$ cat src/rtl/can_view_cfg.svh
// register offsets, field positions and timing counts of the message interface view
// assumes byte addresses on the peripheral bus, 16-bit data in the low half of each word
// Contract
// - first data register holds payload byte 0 in bits 7:0, byte 1 in 15:8, read/write.
// - second data register holds payload byte 2 low, byte 3 high, read/write.
// - third and fourth data registers hold bytes 4,5 then 6,7, lower byte low.
// - read-only transmit pending bit per object, one while transmission requested, not done.
// - read-only fresh payload bit per object, set by new data, held until CPU clears.
// - read-only interrupt pending bit per object, set by interrupt, held until CPU clears.
// - read-only in-use bit per object; handler processes only objects with bit set. The view sets tx pending, fresh and interrupt bits whatever the in-use bit is.
`ifndef CAN_VIEW_CFG_SVH
`define CAN_VIEW_CFG_SVH

`define IF1_BYTES_0_1 12'h03c
`define IF1_BYTES_2_3 12'h040
`define IF1_BYTES_4_5 12'h044
`define IF1_BYTES_6_7 12'h048
`define IF2_BYTES_0_1 12'h09c
`define IF2_BYTES_2_3 12'h0a0
`define IF2_BYTES_4_5 12'h0a4
`define IF2_BYTES_6_7 12'h0a8
`define TX_PENDING_LOW 12'h100
`define TX_PENDING_HIGH 12'h104
`define FRESH_LOW 12'h120
`define FRESH_HIGH 12'h124
`define IRQ_PEND_LOW 12'h140
`define IRQ_PEND_HIGH 12'h144
`define IN_USE_LOW 12'h160
`define IN_USE_HIGH 12'h164

`define LOW_BYTE_LSB 0
`define HIGH_BYTE_LSB 8
`define PAYLOAD_RESET 16'h0000
`define SUMMARY_RESET 32'h0000_0000

// core latency of one fetch, in bus clocks: two core clocks at six bus clocks each
`define CORE_CLK_RATIO 6
`define FETCH_CYCLES (2 * `CORE_CLK_RATIO)

`endif

$ cat src/rtl/can_view_pkg.sv
// types shared by the message interface view
// assumes the constants header is included where offsets are needed
package can_view_pkg;
    typedef enum logic [1:0] {idle, fetching, ready} fetch_state_t;
    typedef logic [15:0] half_word_t;
endpackage

$ cat src/rtl/can_msg_if_data_status_view.sv
// register view of the message interface payload and 32-object summary vectors
// assumes a peripheral bus master that keeps the write and read spacing and reads twice
// assumes handler events and clears are one-cycle pulses on this same clock
`timescale 1ns/10ps
`include "can_view_cfg.svh"
module can_msg_if_data_status_view #(
    parameter int OBJECTS = 32,
    parameter int FETCH = `FETCH_CYCLES
) (
    // clock and reset
    input wire logic clk,
    input wire logic reset_n,
    // peripheral bus slave
    input wire logic psel,
    input wire logic penable,
    input wire logic pwrite,
    input wire logic [11:0] paddr,
    input wire logic [31:0] pwdata,
    output logic [31:0] prdata,
    // message handler events, one-cycle pulses per object
    input wire logic [31:0] tx_request_set,
    input wire logic [31:0] tx_done,
    input wire logic [31:0] handler_new_data,
    input wire logic [31:0] object_irq_event,
    input wire logic [31:0] fresh_clear,
    input wire logic [31:0] irq_clear,
    input wire logic [31:0] in_use_set,
    input wire logic [31:0] in_use_clear,
    // state seen by the message handler
    output logic [31:0] tx_pending_bits,
    output logic [31:0] fresh_payload_bits,
    output logic [31:0] object_irq_pending,
    output logic [31:0] object_in_use
);
    // the register map fixes 32 objects; the fetch counter is eight bits wide
    initial begin
        if (OBJECTS != 32 || FETCH < 1) begin
            $error("view serves 32 objects and a fetch of at least one cycle");
        end
        if (FETCH > 256) begin
            $error("fetch counter holds at most 256 cycles");
        end
    end

    // halfword slot index in the payload store: interface bit and pair number
    // bit 3 marks a hit, so unmapped offsets never reach the store
    function automatic logic [3:0] payload_slot(input logic [11:0] a);
        logic [3:0] s;
        s = 4'h0;
        case (a)
            `IF1_BYTES_0_1: s = 4'h8;
            `IF1_BYTES_2_3: s = 4'h9;
            `IF1_BYTES_4_5: s = 4'ha;
            `IF1_BYTES_6_7: s = 4'hb;
            `IF2_BYTES_0_1: s = 4'hc;
            `IF2_BYTES_2_3: s = 4'hd;
            `IF2_BYTES_4_5: s = 4'he;
            `IF2_BYTES_6_7: s = 4'hf;
            default: s = 4'h0;
        endcase
        return s;
    endfunction

    // summary vector select: low half for objects 1..16, high for 17..32
    // bit 0 of a vector is object 1, so no offset is needed
    function automatic logic [15:0] summary_half(input logic [31:0] v, input logic hi);
        return hi ? v[31:16] : v[15:0];
    endfunction

    // bus phase decode; a write lands on its access edge with no wait state
    wire logic access = psel && penable;
    wire logic wr_access = access && pwrite;
    wire logic rd_access = access && !pwrite;
    wire logic rd_setup = psel && !penable && !pwrite;
    wire logic [3:0] wr_slot = payload_slot(paddr);
    wire logic wr_payload = wr_access && wr_slot[3];
    wire logic [15:0] store_q;

    can_view_pkg::fetch_state_t state;
    can_view_pkg::fetch_state_t next_state;
    logic [11:0] fetch_addr;
    logic [7:0] fetch_count;
    logic [31:0] fetch_data;

    // store slot of the latched address; bit 3 says the fetch targets payload
    wire logic [3:0] rd_slot = payload_slot(fetch_addr);
    wire logic start_fetch = (state == can_view_pkg::idle) && rd_access;
    wire logic fetch_done = (state == can_view_pkg::fetching) && (fetch_count == 8'(FETCH - 1));
    wire logic [7:0] next_fetch_count =
        (state == can_view_pkg::fetching) ? fetch_count + 8'h01 : 8'h00;

    // next flag values: a set landing with its clear wins, so no event is lost
    wire logic [31:0] next_tx_pending = (tx_pending_bits & ~tx_done) | tx_request_set;
    wire logic [31:0] next_fresh = (fresh_payload_bits & ~fresh_clear) | handler_new_data;
    wire logic [31:0] next_irq_pending = (object_irq_pending & ~irq_clear) | object_irq_event;
    wire logic [31:0] next_in_use = (object_in_use & ~in_use_clear) | in_use_set;

    // payload bytes in lane order, byte n of a pair in bits 7:0, n+1 in 15:8
    // whole halfwords only: the bus carries no byte strobes
    payload_store #(.ADDR_W(3)) u_payload_store (
        .clk(clk),
        .wr_en(wr_payload),
        .wr_addr(wr_slot[2:0]),
        .wr_data(pwdata[15:0]),
        .wr_lanes(2'b11),
        .rd_addr(rd_slot[2:0]),
        .rd_data(store_q)
    );

    // transmit pending: set by request, dropped once the frame went out
    // reading never clears a bit; only the handler's pulses move it
    always_ff @(posedge clk or negedge reset_n) begin
        if (!reset_n) begin
            tx_pending_bits <= `SUMMARY_RESET;
        end else begin
            tx_pending_bits <= next_tx_pending;
        end
    end

    // fresh payload: sticky until the cpu clear pulse, set wins a tie
    always_ff @(posedge clk or negedge reset_n) begin
        if (!reset_n) begin
            fresh_payload_bits <= `SUMMARY_RESET;
        end else begin
            fresh_payload_bits <= next_fresh;
        end
    end

    // interrupt pending: sticky until the cpu clear pulse, set wins a tie
    always_ff @(posedge clk or negedge reset_n) begin
        if (!reset_n) begin
            object_irq_pending <= `SUMMARY_RESET;
        end else begin
            object_irq_pending <= next_irq_pending;
        end
    end

    // in-use flags gate which objects the handler considers
    // a cleared object leaves the handler's scan on the next cycle
    always_ff @(posedge clk or negedge reset_n) begin
        if (!reset_n) begin
            object_in_use <= `SUMMARY_RESET;
        end else begin
            object_in_use <= next_in_use;
        end
    end

    // fetch sequencer: models the slow core handing a value across
    // a read to another register while ready drops the fetched value
    always_comb begin
        next_state = state;
        case (state)
            can_view_pkg::idle: begin
                if (rd_access) begin
                    next_state = can_view_pkg::fetching;
                end
            end
            can_view_pkg::fetching: begin
                if (fetch_done) begin
                    next_state = can_view_pkg::ready;
                end
            end
            can_view_pkg::ready: begin
                if (rd_access) begin
                    next_state = can_view_pkg::idle;
                end
            end
            default: next_state = can_view_pkg::idle;
        endcase
    end

    // summary decode on the latched address; bit 2 picks objects 17..32
    wire logic [8:0] fetch_row = fetch_addr[11:3];
    wire logic hi_half = fetch_addr[2];
    wire logic hit_tx = fetch_row == 9'(`TX_PENDING_LOW >> 3);
    wire logic hit_fresh = fetch_row == 9'(`FRESH_LOW >> 3);
    wire logic hit_irq = fetch_row == 9'(`IRQ_PEND_LOW >> 3);
    wire logic hit_use = fetch_row == 9'(`IN_USE_LOW >> 3);
    wire logic [15:0] summary_q =
        hit_tx ? summary_half(tx_pending_bits, hi_half) :
        hit_fresh ? summary_half(fresh_payload_bits, hi_half) :
        hit_irq ? summary_half(object_irq_pending, hi_half) :
        hit_use ? summary_half(object_in_use, hi_half) :
        16'h0000;
    wire logic fetch_is_payload = rd_slot[3];

    // sequencer state and latched address
    // the address is latched at the first read; the second must repeat it
    always_ff @(posedge clk or negedge reset_n) begin
        if (!reset_n) begin
            state <= can_view_pkg::idle;
            fetch_addr <= 12'h000;
            fetch_count <= 8'h00;
        end else begin
            state <= next_state;
            if (start_fetch) begin
                fetch_addr <= paddr;
            end
            fetch_count <= next_fetch_count;
        end
    end

    // value captured at the end of the fetch, held for the second read
    // captured once, so a flag moving between the reads cannot tear the value
    always_ff @(posedge clk or negedge reset_n) begin
        if (!reset_n) begin
            fetch_data <= 32'h0000_0000;
        end else if (fetch_done) begin
            fetch_data <= {16'h0000, fetch_is_payload ? store_q : summary_q};
        end
    end

    // read data: first read gives zero, second read the fetched one
    // a pair to two different addresses reads zero rather than a wrong register
    always_ff @(posedge clk or negedge reset_n) begin
        if (!reset_n) begin
            prdata <= 32'h0000_0000;
        end else if (rd_setup) begin
            prdata <= (state == can_view_pkg::ready && paddr == fetch_addr) ?
                fetch_data : 32'h0000_0000;
        end
    end
endmodule // can_msg_if_data_status_view

$ cat src/rtl/payload_store.sv
// eight-entry payload memory: two interfaces by four halfwords
// assumes one clock; read data is registered one cycle after the address
`timescale 1ns/10ps
module payload_store #(
    parameter int ADDR_W = 3
) (
    // clock
    input wire logic clk,
    // write side
    input wire logic wr_en,
    input wire logic [ADDR_W-1:0] wr_addr,
    input wire logic [15:0] wr_data,
    input wire logic [1:0] wr_lanes,
    // read side
    input wire logic [ADDR_W-1:0] rd_addr,
    output logic [15:0] rd_data
);
    logic [15:0] mem [0:(1<<ADDR_W)-1];

    initial begin
        if (ADDR_W < 3) begin
            $error("payload_store needs eight halfwords");
        end
    end

    // byte lanes keep a half write from touching the other byte
    always_ff @(posedge clk) begin
        if (wr_en && wr_lanes[0]) begin
            mem[wr_addr][7:0] <= wr_data[7:0];
        end
        if (wr_en && wr_lanes[1]) begin
            mem[wr_addr][15:8] <= wr_data[15:8];
        end
        rd_data <= mem[rd_addr];
    end
endmodule // payload_store

$ cat config.mk
export PLATFORM = sky130hd
export DESIGN_NAME = can_msg_if_data_status_view
export DESIGN_NICKNAME = d
export VERILOG_FILES = /design/src/rtl/can_view_pkg.sv /design/src/rtl/can_msg_if_data_status_view.sv /design/src/rtl/payload_store.sv
export VERILOG_INCLUDE_DIRS = /design/src /design/src/rtl
export SDC_FILE = /design/constraint.sdc
export NUM_CORES = 1
export LEC_CHECK = 0
export ABC_CLOCK_PERIOD_IN_PS = 2260
export BUFFER_PORTS_ARGS = -buffer_cell sky130_fd_sc_hd__buf_2
export CORE_AREA = 2 2 181 183
export DETAILED_ROUTE_END_ITERATION = 12
export DIE_AREA = 0 0 183 185
export PLACE_DENSITY = 0.73
export SYNTH_ARGS = -nofsm -noshare
export SYNTH_HDL_FRONTEND = slang
export SYNTH_SLANG_ARGS = --single-unit
$ cat constraint.sdc
create_clock -name clk -period 2.26 [get_ports clk]
set_input_delay 0.565 -clock clk [delete_from_list [all_inputs] [get_ports clk]]
set_output_delay 0.565 -clock clk [all_outputs]
set_load 0.02 [all_outputs]
# Word-level counts from Yosys, hierarchy flattened
# Memory sizes are Yosys's and may differ from the RTL's. A register that Yosys moved wholly into a read port is not among the register bits.
# Index checks and enable logic that the tools add are counted.
dict set report word_totals {
  ff_bits 198
  latchBits 0
  ram_bits 128
  rom_bits 0
  in_bits 305
  out_inout_bits 160
  elab_cells 82
  n_memories 1
}
# name depth width rd rd_clocked_by_memory_dff wr line
set memory_table {}
lappend memory_table {u_payload_store.mem 8 16 1 1 1 payload_store.sv:18} ;# logic [15:0] mem [0:(1<<ADDR_W)-1];
dict set report op_classes {
  addsub 1
  multipliers 0
  div 0
  magnitude_cmp 0
  eq_ne 27
  shift 0
  mux 19
  bitwise_logic 12
  reduce_logical 13
}
# op n
set op_table {}
lappend op_table {{16-bit two-way mux} 10}
lappend op_table {{32-bit bitwise AND} 4}
lappend op_table {{32-bit inverter} 4}
lappend op_table {{32-bit OR} 4}
lappend op_table {{12-bit by 8-bit equality test with 1-bit output, second input constant} 8}
lappend op_table {{12-bit by 7-bit equality test with 1-bit output, second input constant} 6}
lappend op_table {{4-bit one-hot mux with 8 select lines} 2}
lappend op_table {{9-bit by 6-bit equality test with 1-bit output, second input constant} 4}
lappend op_table {{12-bit by 6-bit equality test with 1-bit output, second input constant} 2}
lappend op_table {{12-bit equality test} 1}
lappend op_table {{1-bit logical AND} 9}
lappend op_table {{8-bit by 1-bit adder with 8-bit output, second input constant} 1}
lappend op_table {{8-bit by 4-bit equality test with 1-bit output, second input constant} 1}
lappend op_table {{8-bit two-way mux} 1}
lappend op_table {{2-bit two-way mux} 3}
lappend op_table {{2-bit inequality test, second input constant} 3}
lappend op_table {{2-bit one-hot mux with 3 select lines} 1}
lappend op_table {{3-bit AND reduction} 1}
lappend op_table {{2-bit by 1-bit equality test with 1-bit output, second input constant} 1}
lappend op_table {{2-bit equality test, second input constant} 1}
lappend op_table {{1-bit zero test} 2}
lappend op_table {{2-bit zero test} 1}
lappend op_table {{1-bit two-way mux} 2}

# Logic depth before layout (Yosys ltp)
# Gate-level depths: netlist of the first run.
dict set report depth {
  word_depth 6
  depth_mapped 8
  mapped_depth_nobuf 5
}

# By module
# Synthesis of the first run repeated with hierarchy kept, for this count alone.
dict set report unflattened {
  hier_cells 1010
  hier_area_um2 13982.2
}
# mod n_inst cells_per_inst area_per_inst_um2 seq_area_each_um2
set by_module_without_submodules {}
lappend by_module_without_submodules {can_msg_if_data_status_view 1 786 8640.8 4554.4}
lappend by_module_without_submodules {payload_store 1 224 5341.4 4164.0}

# Worst setup path after synthesis of the first run
# OpenSTA, ideal clock, no wires.
dict set report synth_timing {
  path_type {input to register}
  startpoint {input port paddr[2]}
  endpoint {memory u_payload_store.mem[4][0] (enable)}
  setup_time_ps 388
  arrival_time_ps 2590
  required_time_ps 1872
  path_slack_ps -718
  cell_stages 5
  path_buffers 1
  path_cell_list {clkbuf_1 > nand4b_1 > a211o_1 > or4b_2 > nor2_1}
}
dict set report synth_between {
  elab_chain_len 5
  word_cells_on_any_way 12
  classes_between {8 x eq/ne; 3 x mux; 1 x reduce/logical}
}
# element line
set synth_rtl {}
lappend synth_rtl {{from (decl)} can_msg_if_data_status_view.sv:17} ;# input wire logic [11:0] paddr,
lappend synth_rtl {{12-bit by 8-bit equality test with 1-bit output (tied with other cells)} can_msg_if_data_status_view.sv:50} ;# case (a)
lappend synth_rtl {{4-bit one-hot mux with 8 select lines *} can_msg_if_data_status_view.sv:50}
lappend synth_rtl {{1-bit logical AND} can_msg_if_data_status_view.sv:76} ;# wire logic wr_payload = wr_access && wr_slot[3];
lappend synth_rtl {{1-bit two-way mux} payload_store.sv:28} ;# if (wr_en && wr_lanes[0]) begin
lappend synth_rtl {{1-bit two-way mux (not written as such)} payload_store.sv:29} ;# mem[wr_addr][7:0] <= wr_data[7:0];
lappend synth_rtl {{to (decl)} payload_store.sv:18}
# Mark *: on every way between the ends. The rest lies on a longest branch, timed or not.

# Worst setup path after layout of the first run
dict set report layout_timing {
  startpoint {register fetch_addr[8]}
  endpoint {register u_payload_store.rd_data[10] (read register of u_payload_store.mem)}
}
dict set report layout_between {
  elab_chain_len 2
  word_cells_on_any_way 9
  classes_between {8 x eq/ne; 1 x mux}
}
# element line
set layout_rtl {}
lappend layout_rtl {{from (decl)} can_msg_if_data_status_view.sv:81} ;# logic [11:0] fetch_addr;
lappend layout_rtl {{from (signal assigned)} can_msg_if_data_status_view.sv:197} ;# fetch_addr <= paddr;
lappend layout_rtl {{12-bit by 8-bit equality test with 1-bit output (tied with other cells)} can_msg_if_data_status_view.sv:50}
lappend layout_rtl {{4-bit one-hot mux with 8 select lines *} can_msg_if_data_status_view.sv:50}
lappend layout_rtl {{to (decl)} payload_store.sv:16} ;# output logic [15:0] rd_data
# Marked as above.
# A chain may end at the register's enable or synchronous reset.

==> results.json, run 1 <==
{
  "path_class": "reg -> reg",
  "cts_tree": "done",
  "grt_pass1_vias": 9931,
  "layout-drive-gt1-share_pct": 45.0,
  "clk_pin_slew_ns": 0.06,
  "grt_pass1_wl_um": 60800,
  "synth.yosys.warnings": 0,
  "slew_viol_final": 0,
  "drt-initial-drc-count": 632,
  "violations": "negative setup slack",
  "synth_seq_area_share_pct": 63.8,
  "seq_power_share_pct": 40.8,
  "final_common_cell": "buf_2",
  "max_freq_ghz": 0.424,
  "clkLatencyLatePin_ns": 0.52,
  "layout_common_cells": "buf_2, dfrtp_1, inv_1, a21o_1, edfxtp_1",
  "rsz0062_at_grt": "yes",
  "cpLargestDelayFamily": "simple AND/OR/NAND/NOR gates",
  "syn_area_per_cell_sq_um": 13.4,
  "p_leak_nw": 8.63,
  "fin_crit_ns": 2.36,
  "vdd_ir_drop_max_v": 0.000504,
  "cp-end-kind": "flop",
  "cp_cell_sequence": "or4_4 -> a211o_1 -> buf_4 -> or3_1 -> buf_6 -> a211oi_1 -> nor3_2",
  "slew-limit-headroom_pct": 60.9,
  "grt_util_all_layers_pct": 24.7,
  "synth_cell_types": 53,
  "clock_path_buffers": 3,
  "fin_crit_sh_pct": 104,
  "io_pins": 465,
  "hold_viol_final": 0,
  "power.internal_w": 0.0123,
  "power_switching_w": 0.00490,
  "drcViolationCount": 0,
  "cts_buffers": 36,
  "swShare_pct": 28.5,
  "critPathBufInv": 2,
  "grt_max_degree": 54,
  "synth_flop_cell": "dfrtp_1",
  "wl_per_cell_um": 21.9,
  "die_y_um": 185,
  "portBuffers": 432,
  "avgViaCountPerCell": 5.25,
  "areaGrowthSynthToFinish_pct": 34.7,
  "synth-edff-count": 128,
  "fillers": 2616,
  "async_flop_share_pct": 55.8,
  "die_area_sq_um": 33900,
  "dr.pass1.iters": 5,
  "wirelength_um": 42900,
  "syn_inst": 1023,
  "final-setup-viol-count": 16,
  "clock_tree.root_cell": "clkbuf_16",
  "clkPwrFrac_pct": 35.5,
  "min_path_type": "in -> async",
  "multiInputGateArea_sq_um": 4500,
  "start_util_pct": 42.7,
  "dp_cells": 1891,
  "gp_congestion": 0.917,
  "slowest_delay_ns": 0.54,
  "place_ws_ns": -0.482,
  "antenna_left": 0,
  "core_area_sq_um": 32000,
  "stdcell_count": 1958,
  "fp.dieW_um": 183,
  "comb_power_share_pct": 23.7,
  "start_kind": "flop",
  "num_vias": 10300,
  "fin_ws_ns": -0.0982,
  "nNetsFinal": 1829,
  "cp.required_ns": 2.66,
  "ys_ff_latch": 326,
  "crit_arrival_ns": 2.76,
  "tightest_slew_ns": 0.571,
  "crit_slowest_cell": "or4_4",
  "critPathMaxFanout": 16,
  "powerDensity_nw_per_um2": 933,
  "run_status": "finished with violations",
  "seq_area_sq_um": 8720,
  "place_hpwl_um": 33200,
  "overflow": 0,
  "clock-sinks": 326,
  "fp-row-count": 66,
  "h-tree-depth": 2,
  "drv_cap": 0,
  "synth_area_sq_um": 13700,
  "antenna_found_initial": 5,
  "clock_skew_ns": 0.0114
}
[area by class of cell]
type	count	share of cell area, %
clock inverter	16	1.41
multi-input combinational	521	24.4
inverter	130	2.65
sequential	326	47.4
timing repair buffer	508	16.0
antenna	3	0.0408
tap	408	2.77
clock buffer	46	5.31
[flip-flops by register name, summed over array words and instances (netlist names)]
name and cells:
u_payload_store.mem 128, fetch_count 8, fetch_addr 12, tx_pending_bits 32, object_in_use 32, u_payload_store.rd_data 16, fetch_data 16, prdata 16
object_irq_pending 32, fresh_payload_bits 32, state 2
[metal layers]
metal / share of wire (%) / vias up / global-route usage, %
met3: 9.9 / 51 / 6.51
met5: 0 / - / 0
met1: 43 / 5076 / 34.7
met2: 45 / 460 / 38.4
li1: - / 4684 / -
met4: 2.0 / 0 / 6.37
[power by group through the flow]
| stage | clock network (W) | logic, W | registers (W) |
|---|---|---|---|
| 3_3_place_gp | 0 | 0.00388 | 0.00711 |
| 4_1_cts | 0.00622 | 0.00400 | 0.00701 |
| 6_report | 0.00609 | 0.00408 | 0.00701 |
| 5_1_grt | 0.00646 | 0.00438 | 0.00707 |
| 3_5_place_dp | 0 | 0.00396 | 0.00712 |
| 2_1_floorplan | 0 | 0.00208 | 0.00721 |
[kinds of logic after synthesis]
logic type / count (synthesis) / synth area share, %
simple gates: 149 / 5.99
mux: 90 / 9.87
flops: 326 / 63.8
fa+ha+maj: 1 / 0.0915
compound gates: 243 / 13.0
other cells: 1 / 0.0274
buf+inv: 191 / 5.80
xor+xnor: 22 / 1.41
[Yosys cell counts, types with 2 or more instances]
cell	number	area share, %
a211oi_1	33	1.8
edfxtp_1	128	28
dfrtp_1	182	33
dfxtp_1	16	2.3
nand4b_1	2	0.13
and2_1	2	0.092
xor2_1	17	1.1
or3_1	3	0.14
buf_1	6	0.16
clkbuf_1	31	0.85
or4b_2	2	0.15
or3b_1	2	0.13
nor4_1	6	0.27
a211o_1	4	0.26
a21o_1	128	7.0
or4_1	3	0.16
mux2i_1	2	0.15
nand4_1	2	0.092
mux4_2	30	4.9
nand3_1	9	0.33
nand2_1	10	0.27
nand3b_1	2	0.11
a22o_1	16	1.0
nand2b_1	3	0.14
and3_1	35	1.6
nor2_1	39	1.1
buf_4	16	0.88
mux2_2	58	4.8
nor3_1	20	0.73
buf_2	7	0.26
inv_1	130	3.6
xnor2_1	5	0.32
a22oi_1	16	0.88
a21oi_1	19	0.70
o21ai_0	3	0.11
o22ai_1	17	0.78
nor2b_1	3	0.14
[metrics by stage]
| step | setup TNS (ns) | hold slack [ns] | cell area [sq um] | power, W | util, % |
|---|---|---|---|---|---|
| 5_1_grt | -2.15 | 0.0534 | 18400 | 0.0179 | 57.5 |
| 2_1_floorplan | -5.60 | 0.269 | 13900 | 0.00929 | - |
| 4_1_cts | -0.523 | 0.0267 | 18300 | 0.0172 | 57.1 |
| 3_5_place_dp | -42.07 | 0.449 | 16900 | 0.0111 | 52.7 |
| 3_3_place_gp | -37.20 | 0.441 | 16900 | 0.0110 | 52.7 |
| 6_report | -0.919 | 0.0267 | 18400 | 0.0172 | 57.5 |
[path summary, 6_finish.rpt]
check                      depth (start not counted)                           to                from  slack [ns]
max in group asynchronous                          2                fetch_addr[5]             reset_n        1.61
min reg2reg                                        1               fetch_count[0]      fetch_count[0]        0.45
min                                                1             object_in_use[8]             reset_n        0.03
max reg2reg                                        7  u_payload_store.rd_data[10]       fetch_addr[8]        -0.1
min in group clk                                   2          tx_pending_bits[19]  tx_request_set[19]        0.22
max                                                7  u_payload_store.rd_data[10]       fetch_addr[8]        -0.1
[repair_timing]
item	CTS	global route
setup buffers	0	1
endpoints found under the hold margin	0	0
endpoints found under the setup margin	16	70
gates cloned	0	1
resized for setup	26	14
hold buffers	0	0
pin swaps	1	1
(Power assumes the default switching activity.)
==> run 2: changes to the inputs <==
CELL_PAD_IN_SITES_DETAIL_PLACEMENT = 0   (was unset)
CELL_PAD_IN_SITES_GLOBAL_PLACEMENT = 1   (was unset)
CORE_AREA = unset   (was 2 2 181 183)
CORE_UTILIZATION = 36   (was unset)
DIE_AREA = unset   (was 0 0 183 185)
PLACE_DENSITY = unset   (was 0.73)
PLACE_DENSITY_LB_ADDON = 0.1   (was unset)
==> run 2 against run 1 <==
Compared with the run above: the flow finishes with violations (negative hold slack, negative setup slack); combinational power fell by 4%; non-clock buffer count fell by 3; final area rose by 0.14%.
==> results.json, run 2 (same netlist as run 1, synthesis figures left out) <==
{
  "fin_hold_ws_ns": -0.00579,
  "areaGrowthSynthToFinish_pct": 34.9,
  "cp_cell_sequence": "or4_4 -> a211o_1 -> or4b_4 -> buf_12 -> o22ai_1 -> nor3_1",
  "p_leak_nw": 8.58,
  "clock_tree.root_cell": "clkbuf_16",
  "place_hpwl_um": 33100,
  "grt_pass1_wl_um": 62100,
  "final_common_cell": "buf_2",
  "wl_met2_um": 22500,
  "powerDensity_nw_per_um2": 903,
  "fin_crit_sh_pct": 105,
  "core_area_sq_um": 37500,
  "start_kind": "flop",
  "top_register": "u_payload_store.mem",
  "io_pins": 465,
  "layout-drive-gt1-share_pct": 44.1,
  "layout_common_cells": "buf_2, dfrtp_1, inv_1, a21o_1, edfxtp_1",
  "grt_max_degree": 51,
  "min_path_type": "in -> async",
  "wirelength_um": 43500,
  "crit_arrival_ns": 2.79,
  "clock_path_buffers": 3,
  "overflow": 0,
  "clkLatencyLatePin_ns": 0.54,
  "slowest_delay_ns": 0.55,
  "path_class": "reg -> reg",
  "critPathMaxFanout": 16,
  "die_y_um": 197,
  "hold_viol_final": 2,
  "largest_reg_flops": 128,
  "drt-initial-drc-count": 368,
  "grt_util_all_layers_pct": 22.2,
  "dr.pass1.iters": 4,
  "fin_ws_ns": -0.115,
  "utilization_pct": 49.2,
  "die_area_sq_um": 38800,
  "avgViaCountPerCell": 4.80,
  "max_freq_ghz": 0.421,
  "post_cts_buffers": 0,
  "gp_congestion": 0.893,
  "final.setup.tns_ns": -1.18,
  "cp-end-kind": "flop",
  "grt_pass1_vias": 9821,
  "dr_wl_met3_um": 2240,
  "slew_viol_final": 0,
  "fillers": 3483,
  "portBuffers": 432,
  "tightest_slew_ns": 0.558,
  "fp-row-count": 71,
  "clock_skew_ns": 0.0145,
  "drv_cap": 0,
  "antenna_found_initial": 15,
  "violations": "negative hold slack, negative setup slack",
  "antenna_left": 0,
  "num_vias": 9923,
  "cpLargestDelayFamily": "simple AND/OR/NAND/NOR gates",
  "maxUsedRoutingLayer": "met4",
  "vdd_ir_drop_max_v": 0.000588,
  "slew-limit-headroom_pct": 62.8,
  "wl_met1_um": 17700,
  "h-tree-depth": 2,
  "start_util_pct": 36.5,
  "cp.required_ns": 2.68,
  "run_status": "finished with violations",
  "crit_slowest_cell": "or4_4",
  "final-setup-viol-count": 16,
  "wl_per_cell_um": 21.1,
  "cts_buffers": 37,
  "clk_pin_slew_ns": 0.06,
  "critPathBufInv": 1,
  "nNetsFinal": 1827,
  "fin_crit_ns": 2.37,
  "rsz0062_at_grt": "yes",
  "cts_tree": "done",
  "fp.dieW_um": 197,
  "drcViolationCount": 0,
  "clock-sinks": 326
}
## run 2: cell count changes in the layout (fill, tap and decap cells not counted), moves of 4 or more
cell / change
a211oi_1: +7
a211oi_2: -7
buf_4: -5
bufinv_16: -5
clkbuf_1: +4
## run 2: power breakdown
| part | leakage [nW] | switching, W | internal, W |
|---|---|---|---|
| registers | 3.38 | 0.000354 | 0.00662 |
| logic | 4.63 | 0.00206 | 0.00187 |
| clock network | 0.575 | 0.00235 | 0.00341 |
| total | 8.58 | 0.00476 | 0.0119 |
## run 2: layout make-up
cell class	count	area, sq um	share of cell area (%)
antenna	5	12.5	0.0678
clock buffer	53	1070	5.79
clock inverter	15	104	0.563
inverter	130	488	2.65
multi-input combinational	521	4460	24.2
sequential	326	8720	47.3
tap	511	639	3.47
timing repair buffer	505	2950	16.0
## run 2: per-layer routing
layer  GRT usage, %  vias up
met2           40.0      292
met4           6.60        0
met3           4.23       79
met1           26.7     4867
met5              0        -
li1               -     4685
## run 2: worst paths after layout
| kind | startpoint | end | slack [ns] | cells past startpoint |
|---|---|---|---|---|
| worst max-delay path | fetch_addr[8] | u_payload_store.rd_data[13] | -0.11 | 6 |
| worst min register to register | fetch_count[0] | fetch_count[0] | 0.46 | 1 |
| max in group asynchronous | reset_n | object_irq_pending[16] | 1.53 | 2 |
| min in group clk | tx_request_set[14] | tx_pending_bits[14] | 0.20 | 2 |
| worst max register to register | fetch_addr[8] | u_payload_store.rd_data[13] | -0.11 | 6 |
| worst min-delay path | reset_n | object_irq_pending[12] | -0.006 | 1 |
## run 2: timing repair
item | 4_1_cts | 5_1_grt
gates resized for setup | 26 | 5
endpoints found under the setup margin | 44 | 29
cloned | 0 | 1
hold buffers | 0 | 0
## run 2: through the flow
stage / hold WS (ns) / instances / total power, W / setup WS [ns] / area (sq um)
floorplan: 0.269 / 1038 / 0.00929 / -0.106 / 13900
global placement: 0.440 / 1992 / 0.0109 / -0.488 / 17100
detailed placement: 0.451 / 1992 / 0.0109 / -0.623 / 17100
CTS: 0.00452 / 2060 / 0.0168 / -0.0766 / 18400
global route: 0.0199 / 2065 / 0.0174 / -0.166 / 18400
finish: -0.00579 / 2066 / 0.0167 / -0.115 / 18400
==> run 3: changes to the inputs <==
==> constraint.sdc (replaced) <==
create_clock -name clk -period 2.26 [get_ports clk]
set_input_delay 0.113 -clock clk [delete_from_list [all_inputs] [get_ports clk]]
set_output_delay 0.113 -clock clk [all_outputs]
set_load 0.02 [all_outputs]
==> run 3 against run 2 <==
Compared with the run above: the run ends with negative setup slack left; via count increased by 11%; non-clock buffer count increased by 263; routed wire length increased by 8.3%; global-route usage increased by 1.9 points; critical path type unchanged; largest cell class unchanged; largest power group unchanged.
==> results.json, run 3 (same netlist as run 1, synthesis figures left out) <==
{
  "grt_pass1_wl_um": 68300,
  "portBuffers": 432,
  "cts_tree": "done",
  "dp_cells": 1970,
  "clock_path_buffers": 3,
  "areaGrowthSynthToFinish_pct": 53.2,
  "crit_arrival_ns": 2.67,
  "post_cts_buffers": 0,
  "wl_per_cell_um": 20.3,
  "path_class": "reg -> reg",
  "ff2ff_path_depth": 6,
  "final_area_sq_um": 20900,
  "antenna_found_initial": 3,
  "cp-end-kind": "flop",
  "busiest_layer": "met2",
  "die_area_sq_um": 38800,
  "fp-row-count": 71,
  "met2_usage_pct": 43.6,
  "gp_congestion": 0.839,
  "violations": "negative setup slack",
  "grt_pass1_vias": 11400,
  "utilization_pct": 55.9,
  "fin_crit_ns": 2.26,
  "p_leak_nw": 9.53,
  "hold_viol_final": 0,
  "tightest_slew_ns": 0.596,
  "nNetsFinal": 2090,
  "slew_viol_final": 0,
  "stdcell_count": 2322,
  "io_pins": 465,
  "vdd_ir_drop_max_v": 0.000528,
  "place_hpwl_um": 33400,
  "largest_reg_flops": 128,
  "core_area_sq_um": 37500,
  "final-setup-viol-count": 1,
  "fp.dieW_um": 197,
  "fin_crit_sh_pct": 100,
  "grt_use_met1_pct": 28.1,
  "antenna_left": 0,
  "dr.pass1.iters": 5,
  "drv_cap": 0,
  "min_path_type": "in -> reg",
  "start_util_pct": 36.5,
  "clk_pin_slew_ns": 0.06,
  "fin_ws_ns": -0.00487,
  "overflow": 0,
  "worstHoldPathCells": 2,
  "avgViaCountPerCell": 4.73,
  "powerDensity_nw_per_um2": 830,
  "clock-sinks": 326,
  "top_register": "u_payload_store.mem",
  "die_y_um": 197,
  "layout-drive-gt1-share_pct": 35.8,
  "grt_max_degree": 69,
  "h-tree-depth": 2,
  "cts_buffers": 37,
  "max_freq_ghz": 0.442,
  "start_kind": "flop",
  "r2r-start": "fetch_addr[8]",
  "dpl_cell_area_sq_um": 16800,
  "final_common_cell": "buf_2",
  "drt-initial-drc-count": 402,
  "place_ws_ns": -0.0418,
  "run_status": "finished with violations",
  "cp.required_ns": 2.66,
  "slew-limit-headroom_pct": 60.3,
  "clock_tree.root_cell": "clkbuf_16",
  "rsz0062_at_grt": "yes",
  "final.setup.tns_ns": -0.00487,
  "grt_util_met3_pct": 4.18,
  "hp-start": "paddr[2]",
  "critPathMaxFanout": 16,
  "fillers": 3254,
  "drcViolationCount": 0,
  "grt_util_all_layers_pct": 24.0,
  "clock_skew_ns": 0.0211,
  "layout_common_cells": "buf_2, dlygate4sd3_1, dfrtp_1, inv_1",
  "clkLatencyLatePin_ns": 0.52,
  "wirelength_um": 47100,
  "num_vias": 11000,
  "startpoint": "fetch_addr[8]"
}
==> run 3: changes by cell type in the layout (fill, tap and decap cells not counted), moves of 4 or more <==
| cell | change |
|---|---|
| dlygate4sd3_1 | +285 |
| buf_4 | -17 |
| nor2_4 | -8 |
| o22ai_1 | +8 |
| nor2_1 | +6 |
| o22ai_4 | -5 |
| buf_12 | -4 |
==> run 3: layout make-up <==
cell class / count / area [sq um] / share of cell area, %
clock buffer: 50 / 1040 / 4.95
timing repair buffer: 768 / 5590 / 26.7
multi-input combinational: 521 / 4300 / 20.5
inverter: 130 / 488 / 2.33
clock inverter: 14 / 174 / 0.830
antenna: 2 / 5.00 / 0.0239
tap: 511 / 639 / 3.05
sequential: 326 / 8720 / 41.6
==> run 3: critical path, stage by stage (launching register included) <==
cell and delay, ns:
dfrtp_1 0.38, or4_4 0.54, a211o_1 0.27, or4b_4 0.53, buf_12 0.18, o22ai_1 0.18, nor3_1 0.06
==> run 3: final timing paths <==
kind                                                   end  slack, ns
worst min register to register              fetch_count[0]       0.47
max in group asynchronous              tx_pending_bits[17]       1.38
worst max-delay path            u_payload_store.rd_data[5]     -0.005
worst max register to register  u_payload_store.rd_data[5]     -0.005
worst min-delay path                         fetch_addr[2]       0.03
min in group asynchronous              tx_pending_bits[29]       0.17
==> run 3: where the power goes <==
| group | switching, W | internal (W) | leakage (nW) |
|---|---|---|---|
| clock | 0.00235 | 0.00367 | 0.593 |
| sequential | 0.000342 | 0.00662 | 3.38 |
| combinational | 0.00221 | 0.00219 | 5.56 |
==> run 3: through the flow <==
stage	power, W	hold WS (ns)
global route	0.0182	0.0523
CTS	0.0175	0.00447
floorplan	0.00928	-0.183
global placement	0.0109	0.154
detailed placement	0.0110	0.155
finish	0.0174	0.0272
==> run 3: per-layer routing <==
layer  wire, um  part of all wire [%]
met1      18800                    40
met2      24200                    51
met3       2390                   5.1
met4       1670                   3.5
met5          0                     0
==> run 3: what timing repair did <==
item,CTS,global route
gates resized for setup,4,8
hold buffers,285,0
endpoints found under the hold margin,331,0
endpoints found under the setup margin,16,151
cloned,0,1
